==> config.mk <==
export PLATFORM = sky130hd
export DESIGN_NAME = pwmc_top
export DESIGN_NICKNAME = d
export VERILOG_FILES = /design/src/pwmc_pkg.sv /design/src/pwmc_top.sv /design/src/pwmc_sync.sv
export VERILOG_INCLUDE_DIRS = /design/src /design/src/src
export SDC_FILE = /design/constraint.sdc
export NUM_CORES = 2
export LEC_CHECK = 0
export ABC_AREA = 1
export BUFFER_PORTS_ARGS = -buffer_cell sky130_fd_sc_hd__clkbuf_2
export CAP_MARGIN = 20
export CORE_ASPECT_RATIO = 1.4
export CORE_UTILIZATION = 35
export CTS_CLUSTER_SIZE = 28
export DETAILED_ROUTE_END_ITERATION = 8
export PLACE_DENSITY = 0.6
export SLEW_MARGIN = 20
export SYNTH_ARGS = -nofsm -noshare
export SYNTH_HDL_FRONTEND = slang
export SYNTH_SLANG_ARGS = --single-unit
==> constraint.sdc <==
create_clock -name i_clk -period 200.8 [get_ports i_clk]
set_input_delay 60.24 -clock i_clk [delete_from_list [all_inputs] [get_ports i_clk]]
set_output_delay 60.24 -clock i_clk [all_outputs]
set_load 0.1 [all_outputs]
==> src/pwmc_map.svh <==
`ifndef PWMC_MAP_SVH
`define PWMC_MAP_SVH
////////////////////////////////////////////////////////////////
// Register addresses
`define PWMC_ADDR_FREQ      8'h00
`define PWMC_ADDR_DUTY      8'h04
`define PWMC_ADDR_PRESET    8'h08
`define PWMC_ADDR_MODE      8'h0c
`define PWMC_ADDR_COUNT     8'h10
`define PWMC_ADDR_ERROR     8'h14
`define PWMC_ADDR_STATUS    8'h18
////////////////////////////////////////////////////////////////
// Field positions
`define PWMC_STAT_ACTIVE    0
`define PWMC_STAT_COMPLETE  1
`define PWMC_STAT_OVERFLOW  2
`define PWMC_STAT_EXECERR   3
`define PWMC_ERRCLR_BIT     0
////////////////////////////////////////////////////////////////
// Initial load values
`define PWMC_INIT_FREQ      16'h0064
`define PWMC_INIT_DUTY      16'h0032
`define PWMC_INIT_PRESET    32'h0000_0001
`define PWMC_INIT_MODE      1'b0
////////////////////////////////////////////////////////////////
// Limits and error codes
`define PWMC_FREQ_MIN       16'h0001
`define PWMC_FREQ_MAX       16'h03e8
`define PWMC_DUTY_MIN       16'h0001
`define PWMC_DUTY_MAX       16'h0064
`define PWMC_PRESET_MIN     32'h0000_0001
`define PWMC_PRESET_MAX     32'h05f5_e100
`define PWMC_FINE_FREQ      16'h0032
`define PWMC_ERR_NONE       16'h0000
`define PWMC_ERR_FREQ       16'h0001
`define PWMC_ERR_DUTY       16'h0002
`define PWMC_ERR_PRESET     16'h0004
////////////////////////////////////////////////////////////////
// Timing
`define PWMC_CLK_HZ         100000000
`define PWMC_CLK_PERIOD_NS  10
`define PWMC_SCAN_TIME_NS   1000000
`define PWMC_SCAN_CYCLES    (`PWMC_SCAN_TIME_NS / `PWMC_CLK_PERIOD_NS)
`define PWMC_PHASE_WRAP     28'h5f5_e100
`define PWMC_PCT_PHASE      32'h000f_4240
`endif

==> src/pwmc_pkg.sv <==
package pwmc_pkg;
	typedef enum logic [1:0]
	{
		PWMC_IDLE = 2'b00,
		PWMC_RUN  = 2'b01,
		PWMC_DONE = 2'b10
	} pwmc_state_type;

	typedef struct packed
	{
		logic overflow;
		logic complete;
		logic active;
	} pwmc_status_type;
endpackage

==> src/pwmc_top.sv <==
// Added by the designer: the placing of the registers and the address-and-strobe port.
`timescale 1ns/1ps
`include "pwmc_map.svh"
module pwmc_top
#(
	parameter int CHANNEL     = 1,
	parameter int SCAN_CYCLES = `PWMC_SCAN_CYCLES
)
(
	// Clock and reset
	input  wire logic                   i_clk,
	input  wire logic                   i_rst_b,
	// Register port
	input  wire logic [7:0]             i_addr,
	input  wire logic [31:0]            i_wr_data,
	input  wire logic                   i_wr_en,
	input  wire logic                   i_rd_en,
	output logic [31:0]                 o_rd_data,
	// Pins
	input  wire logic                   i_exec_pin,
	input  wire logic                   i_init_load_input,
	output logic                        o_pulse,
	output logic                        o_block_out,
	// Status
	output pwmc_pkg::pwmc_status_type   o_status,
	output logic                        o_program_execution_error_flag
);
	import pwmc_pkg::*;

	localparam logic COUNT_ALLOWED = (CHANNEL <= 2);

	logic [15:0]     frequency;
	logic [15:0]     duty_ratio;
	logic [31:0]     preset_pulse_count;
	logic            count_mode;
	logic [31:0]     emitted_pulse_count;
	logic [15:0]     config_error_code;
	logic [15:0]     next_error_code;
	logic            exec_s;
	logic            init_s;
	logic            exec_prev;
	logic            exec_rise;
	logic            exec_fall;
	logic [31:0]     scan_cnt;
	logic            scan_tick;
	pwmc_state_type  state;
	logic [15:0]     run_freq;
	logic [15:0]     quant_freq;
	logic [26:0]     phase;
	logic [27:0]     phase_sum;
	logic            period_end;
	logic [26:0]     high_thr;
	logic [26:0]     next_thr;
	logic [31:0]     pulse_cnt;
	logic [4:0]      duty_step;
	logic [7:0]      duty_q;
	logic            wr_hit_ctrl;

	////////////////////////////////////////////////////////////////
	// Pin synchronisers
	pwmc_sync u_exec_sync
	(
		.i_clk   (i_clk),
		.i_rst_b (i_rst_b),
		.i_async (i_exec_pin),
		.o_sync  (exec_s)
	);

	pwmc_sync u_init_sync
	(
		.i_clk   (i_clk),
		.i_rst_b (i_rst_b),
		.i_async (i_init_load_input),
		.o_sync  (init_s)
	);

	////////////////////////////////////////////////////////////////
	// Scan divider
	always_ff @(posedge i_clk or negedge i_rst_b)
	begin
		if (!i_rst_b)
		begin
			scan_cnt  <= 32'h0000_0000;
			scan_tick <= 1'b0;
		end
		else if (scan_cnt >= 32'(SCAN_CYCLES - 1))
		begin
			scan_cnt  <= 32'h0000_0000;
			scan_tick <= 1'b1;
		end
		else
		begin
			scan_cnt  <= scan_cnt + 32'h0000_0001;
			scan_tick <= 1'b0;
		end
	end

	////////////////////////////////////////////////////////////////
	// Execution edges, seen once per scan
	always_ff @(posedge i_clk or negedge i_rst_b)
	begin
		if (!i_rst_b)
			exec_prev <= 1'b0;
		else if (scan_tick)
			exec_prev <= exec_s;
	end

	assign exec_rise = scan_tick & exec_s & ~exec_prev;
	assign exec_fall = scan_tick & ~exec_s & exec_prev;

	////////////////////////////////////////////////////////////////
	// Control registers
	assign wr_hit_ctrl = i_wr_en;

	always_ff @(posedge i_clk or negedge i_rst_b)
	begin
		if (!i_rst_b)
		begin
			frequency          <= `PWMC_INIT_FREQ;
			duty_ratio         <= `PWMC_INIT_DUTY;
			preset_pulse_count <= `PWMC_INIT_PRESET;
			count_mode         <= `PWMC_INIT_MODE;
		end
		else if (init_s && !exec_s)
		begin
			frequency          <= `PWMC_INIT_FREQ;
			duty_ratio         <= `PWMC_INIT_DUTY;
			preset_pulse_count <= `PWMC_INIT_PRESET;
			count_mode         <= `PWMC_INIT_MODE;
		end
		else if (wr_hit_ctrl)
		begin
			case (i_addr)
				`PWMC_ADDR_FREQ:   frequency          <= i_wr_data[15:0];
				`PWMC_ADDR_DUTY:   duty_ratio         <= i_wr_data[15:0];
				`PWMC_ADDR_PRESET: preset_pulse_count <= i_wr_data;
				`PWMC_ADDR_MODE:   count_mode         <= i_wr_data[0] & COUNT_ALLOWED;
				default:           ;
			endcase
		end
	end

	////////////////////////////////////////////////////////////////
	// Configuration check
	always_comb
	begin
		next_error_code = `PWMC_ERR_NONE;
		if (frequency < `PWMC_FREQ_MIN || frequency > `PWMC_FREQ_MAX)
		begin
			next_error_code = `PWMC_ERR_FREQ;
		end
		else if (duty_ratio < `PWMC_DUTY_MIN || duty_ratio > `PWMC_DUTY_MAX)
		begin
			next_error_code = `PWMC_ERR_DUTY;
		end
		else if (count_mode && (preset_pulse_count < `PWMC_PRESET_MIN ||
			preset_pulse_count > `PWMC_PRESET_MAX))
		begin
			next_error_code = `PWMC_ERR_PRESET;
		end
	end

	always_ff @(posedge i_clk or negedge i_rst_b)
	begin
		if (!i_rst_b)
			config_error_code <= `PWMC_ERR_NONE;
		else if (exec_rise)
			config_error_code <= next_error_code;
	end

	always_ff @(posedge i_clk or negedge i_rst_b)
	begin
		if (!i_rst_b)
			o_program_execution_error_flag <= 1'b0;
		else if (exec_rise && next_error_code != `PWMC_ERR_NONE)
			o_program_execution_error_flag <= 1'b1;
		else if (i_wr_en && i_addr == `PWMC_ADDR_ERROR && i_wr_data[`PWMC_ERRCLR_BIT])
			o_program_execution_error_flag <= 1'b0;
	end

	////////////////////////////////////////////////////////////////
	// Duty quantizer, on the frequency about to be latched while idle
	assign quant_freq = (state == PWMC_RUN) ? run_freq : frequency;

	always_comb
	begin
		duty_step = 5'h01;
		for (int i = 0; i < 20; i++)
		begin
			if ((32'(duty_step) * 32'd50) < 32'(quant_freq))
			begin
				duty_step = duty_step + 5'h01;
			end
		end
		duty_q = 8'h00;
		for (int i = 0; i < 100; i++)
		begin
			if ({8'h00, duty_q} < duty_ratio && duty_q < 8'h64)
			begin
				duty_q = duty_q + {3'h0, duty_step};
			end
		end
		if (duty_q > 8'h64)
		begin
			duty_q = 8'h64;
		end
		next_thr = 27'(32'(duty_q) * `PWMC_PCT_PHASE);
	end

	////////////////////////////////////////////////////////////////
	// Phase accumulator, one period per wrap
	assign phase_sum  = {1'b0, phase} + {12'h000, run_freq};
	assign period_end = (phase_sum >= `PWMC_PHASE_WRAP);

	always_ff @(posedge i_clk or negedge i_rst_b)
	begin
		if (!i_rst_b)
		begin
			phase <= 27'h000_0000;
		end
		else if (state != PWMC_RUN)
		begin
			phase <= 27'h000_0000;
		end
		else if (period_end)
		begin
			phase <= 27'(phase_sum - `PWMC_PHASE_WRAP);
		end
		else
		begin
			phase <= phase_sum[26:0];
		end
	end

	always_ff @(posedge i_clk or negedge i_rst_b)
	begin
		if (!i_rst_b)
			run_freq <= `PWMC_INIT_FREQ;
		else if (exec_rise && next_error_code == `PWMC_ERR_NONE)
			run_freq <= frequency;
	end

	////////////////////////////////////////////////////////////////
	// Duty threshold, refreshed at each period start
	always_ff @(posedge i_clk or negedge i_rst_b)
	begin
		if (!i_rst_b)
			high_thr <= 27'h000_0000;
		else if (state != PWMC_RUN || period_end)
			high_thr <= next_thr;
	end

	////////////////////////////////////////////////////////////////
	// Channel sequencer
	always_ff @(posedge i_clk or negedge i_rst_b)
	begin
		if (!i_rst_b)
		begin
			state     <= PWMC_IDLE;
			pulse_cnt <= 32'h0000_0000;
			o_status  <= '0;
		end
		else
		begin
			case (state)
				PWMC_IDLE, PWMC_DONE:
				begin
					if (exec_rise && next_error_code == `PWMC_ERR_NONE)
					begin
						state             <= PWMC_RUN;
						pulse_cnt         <= 32'h0000_0001;
						o_status.active   <= 1'b1;
						o_status.complete <= 1'b0;
						o_status.overflow <= 1'b0;
					end
				end
				PWMC_RUN:
				begin
					if (exec_fall)
					begin
						state             <= PWMC_DONE;
						o_status.active   <= 1'b0;
						o_status.complete <= 1'b1;
					end
					else if (period_end && count_mode && pulse_cnt > preset_pulse_count)
					begin
						state             <= PWMC_DONE;
						o_status.overflow <= 1'b1;
						o_status.active   <= 1'b0;
						o_status.complete <= 1'b1;
					end
					else if (period_end && count_mode && pulse_cnt == preset_pulse_count)
					begin
						state             <= PWMC_DONE;
						o_status.active   <= 1'b0;
						o_status.complete <= 1'b1;
					end
					else if (period_end)
					begin
						pulse_cnt <= pulse_cnt + 32'h0000_0001;
					end
				end
				default:
				begin
					state <= PWMC_IDLE;
				end
			endcase
		end
	end

	////////////////////////////////////////////////////////////////
	// Emitted count, refreshed per scan
	always_ff @(posedge i_clk or negedge i_rst_b)
	begin
		if (!i_rst_b)
			emitted_pulse_count <= 32'h0000_0000;
		else if (scan_tick)
			emitted_pulse_count <= pulse_cnt;
	end

	////////////////////////////////////////////////////////////////
	// Pulse and block outputs
	always_ff @(posedge i_clk or negedge i_rst_b)
	begin
		if (!i_rst_b)
			o_pulse <= 1'b0;
		else
			o_pulse <= (state == PWMC_RUN) && (phase < high_thr);
	end

	always_ff @(posedge i_clk or negedge i_rst_b)
	begin
		if (!i_rst_b)
			o_block_out <= 1'b0;
		else
			o_block_out <= o_status.complete & exec_s;
	end

	////////////////////////////////////////////////////////////////
	// Register read
	always_ff @(posedge i_clk or negedge i_rst_b)
	begin
		if (!i_rst_b)
			o_rd_data <= 32'h0000_0000;
		else if (i_rd_en)
		begin
			case (i_addr)
				`PWMC_ADDR_FREQ:   o_rd_data <= {16'h0000, frequency};
				`PWMC_ADDR_DUTY:   o_rd_data <= {16'h0000, duty_ratio};
				`PWMC_ADDR_PRESET: o_rd_data <= preset_pulse_count;
				`PWMC_ADDR_MODE:   o_rd_data <= {31'h0000_0000, count_mode};
				`PWMC_ADDR_COUNT:  o_rd_data <= emitted_pulse_count;
				`PWMC_ADDR_ERROR:  o_rd_data <= {16'h0000, config_error_code};
				`PWMC_ADDR_STATUS: o_rd_data <= {28'h000_0000, o_program_execution_error_flag,
					o_status.overflow, o_status.complete, o_status.active};
				default:           o_rd_data <= 32'h0000_0000;
			endcase
		end
		else
			o_rd_data <= 32'h0000_0000;
	end
endmodule

==> src/pwmc_sync.sv <==
`timescale 1ns/1ps
module pwmc_sync
(
	// Clock and reset
	input  wire logic i_clk,
	input  wire logic i_rst_b,
	// Level in and out
	input  wire logic i_async,
	output logic      o_sync
);
	logic stage_one;

	always_ff @(posedge i_clk or negedge i_rst_b)
	begin
		if (!i_rst_b)
		begin
			stage_one <= 1'b0;
			o_sync    <= 1'b0;
		end
		else
		begin
			stage_one <= i_async;
			o_sync    <= stage_one;
		end
	end
endmodule

==> summary.txt <==
Setup path
  – Crit Reg-Reg Startpoint: state[0]$_DFFE_PN0P_
  – WP data arrival: 186.37 ns
  – Crit path largest cell delay: 0.59 ns
  – Worst endpoint required time: 201.24 ns
  – Most used cell, CP: nand2_1
  – Crit. End Element: flop
  – Crit path launch type: flop
  – Worst-path maximum fanout: 19
  – CP Launch Point: state[0]$_DFFE_PN0P_
  – Setup CP Type: reg -> reg
  – Worst path slowest cell: dfrtp_4

Timing
  – Final WS setup: 14.87 ns
  – Finish-stage setup viols: 0
  – Post-route minimum period: 185.93 ns
  – Fin. max-slew vios: 0
  – Max transition margin: 31.66%
  – Clk_skew: 0.03734 ns
  – Fin. Hold Viols: 0
  – Worst slew pin tran: 1.016 ns
  – Max Clock Freq: 5.378 MHz
  – Period utilisation layout: 92.59%

Clock tree
  – H-tree depth: 1
  – Hold buffer count at cts: 0
  – Total clock sinks: 274
  – Clock Pin Slew Worst Setup and Hold Paths: 0.08 ns
  – Worst-Skew Late Latency: 0.56 ns
  – CTS tree: yes
  – CTS root buf: clkbuf_16
  – Num CTS Buffers: 22
  – Worst-case clock buffer depth: 3

Layout
  – Layout fillers: 22.32k
  – Syn-to-layout area delta: 20.74%
  – Design Area, Final: 91830 um2
  – Diode count: 0
  – Nets: 13.83k
  – Finished Core Util: 42.49%
  – Finished Layout Cells: 14.77k
  – Share of cells above drive strength 1: 23.27%

Worst hold path
  – HP Class: reg -> reg
  – Hold path startpoint: u_init_sync.stage_one$_DFF_PN0_

Yosys
  – Synthesized area per cell: 7.114 um2
  – Most frequent cell after synthesis: nand2_1
  – Post-synth top area cell: ha_1
  – Top post-synthesis cells by area: ha_1, nand2_1, dfrtp_1
  – Yosys top cell area share: 28.84%
  – Post-synth top flop: dfrtp_1
  – Post-synthesis instance total: 10.69k
  – Top cells by count, synth: nand2_1, ha_1, inv_1, a21oi_1, nand3_1
  – Mapped cell area: 76050 um2
  – Synth cell types: 90
  – Ys async rst share: 100.0%
  – EDFF count, synth: 0
  – Seq/Total Area, Yosys: 9.032%
  – Synth Register Bits: 274
  – Yosys warns: 0

Run status
  – Status: completed

Global route
  – Global-route wire length before repair: 350800 um
  – Vias in the first global route: 71.90k
  – Initial antenna violation count: 0
  – Largest net degree at the start of global routing: 90
  – GRT Util Overall: 19.03%
  – GR Overflow Total: 0

Die
  – Die Height: 553.6 um
  – Die X: 396.0 um
  – Die Area: 219200 um2
  – Core Region: 216100 um2
  – I/O pin count: 84
  – Starting density of the core: 35.19%
  – Row count: 202

Placement
  – Port bufs: 83
  – Place WS: 3.088 ns
  – Dpl hpwl: 166200 um
  – Placed insts: 14.58k
  – Placer congestion estimate: 0.8672
  – Placed inst area: 87090 um2

Routing
  – TritonRoute pass-1 iters: 5
  – Post-Route WL: 216500 um
  – DR vias: 73.17k
  – Average wire per standard cell: 14.66 um
  – Antenna Nets Post-Route: 0
  – DRC: 0
  – Via density: 4.953
  – Detailed Route Iter0 Violations: 2872

Job
  – Max-cap viol count: 0
[worst paths after layout]
| check | to | slack (ns) | cells after the start |
|---|---|---|---|
| setup / recovery | high_thr[25]$_DFFE_PN0N_ | 14.87 | 778 |
| max in group asynchronous | emitted_pulse_count[20]$_DFFE_PN0P_ | 139.03 | 3 |
| hold reg to reg | u_init_sync.o_sync$_DFF_PN0_ | 0.35 | 0 |
| setup reg to reg | high_thr[25]$_DFFE_PN0N_ | 14.87 | 1283 |
| min in group asynchronous | phase[22]$_DFF_PN0_ | 59.72 | 1 |
| hold / removal | u_init_sync.o_sync$_DFF_PN0_ | 0.35 | 0 |
[routing by layer]
metal	up-vias	GRT usage, %	routed length (um)
li1	38210	-	-
met1	33760	22.11	91830
met2	893	37.39	114400
met3	313	0.6178	4169
met4	0	4.961	6122
met5	-	0	0
[sequential cells by signal (all words and copies together), names as in the netlist, 3 cells and up]
register,flops
phase,27
config_error_code,3
scan_cnt,32
high_thr,21
frequency,16
run_freq,16
o_rd_data,32
duty_ratio,16
preset_pulse_count,32
pulse_cnt,32
o_status,3
emitted_pulse_count,32
[critical path, delay by kind of cell (launching register included)]
kind	cells	cell delay [ns]
simple gates	327	30.24
xor+xnor	36	5.92
flops	1	0.59
compound gates	158	27.35
mux	2	0.78
fa+ha+maj	141	41.40
buf+inv	114	9.97
[per-stage QoR]
stage / TNS [ns] / hold slack, ns
CTS: 0 / 0.3564
global placement: 0 / 0.3320
global route: -3.837 / 0.3591
finish: 0 / 0.3522
floorplan: 0 / 0.3312
detailed placement: 0 / 0.3387
[repair_timing]
item | 4_1_cts | 5_1_grt
gates resized for setup | 0 | 589
setup endpoints to repair | 0 | 21
buffers inserted | 0 | 125
[cell families after synthesis]
logic type      after synthesis  share of synthesized area (%)
flops                       274                          9.032
buf+inv                    1628                          9.453
simple gates               4275                          24.79
compound gates             1973                          16.50
other cells                   2                       0.009875
fa+ha+maj                  1883                          32.26
xor+xnor                    609                          7.275
mux                          47                         0.6762
[layout by cell type, fill, tap and decap left out, types with 36 or more instances in the layout]
cell type and instances:
nor3_1 39, nor2_1 575, o21ai_1 103, a21oi_4 45
a21oi_1 822, o21ai_0 195, a21oi_2 129, o21ai_2 169
nand2_1 2265, o21ai_4 50, xor2_1 473, nand3_1 663
nor2_2 146, o21bai_1 107, buf_4 1203, clkbuf_2 83
fa_1 126, a41o_1 38, inv_1 1304, a211oi_1 73
a211oi_2 36, nand2_4 127, nand4_1 57, nand2_2 306
a31oi_1 40, inv_2 97, dfrtp_1 261, ha_1 1740
xnor2_1 88
[layout make-up]
| type | instances | area [um2] | area share (%) |
|---|---|---|---|
| clock inverter | 12 | 202.7 | 0.2207 |
| tap | 2856 | 3573 | 3.891 |
| sequential | 274 | 6878 | 7.490 |
| timing repair buffer | 1299 | 9649 | 10.51 |
| clock buffer | 27 | 599.3 | 0.6527 |
| multi-input combinational | 8835 | 65140 | 70.93 |
| inverter | 1469 | 5788 | 6.303 |
Power is left out: the tool's default activity adds up to more than one toggle a clock period on the data nets, which glitch-free logic cannot reach.
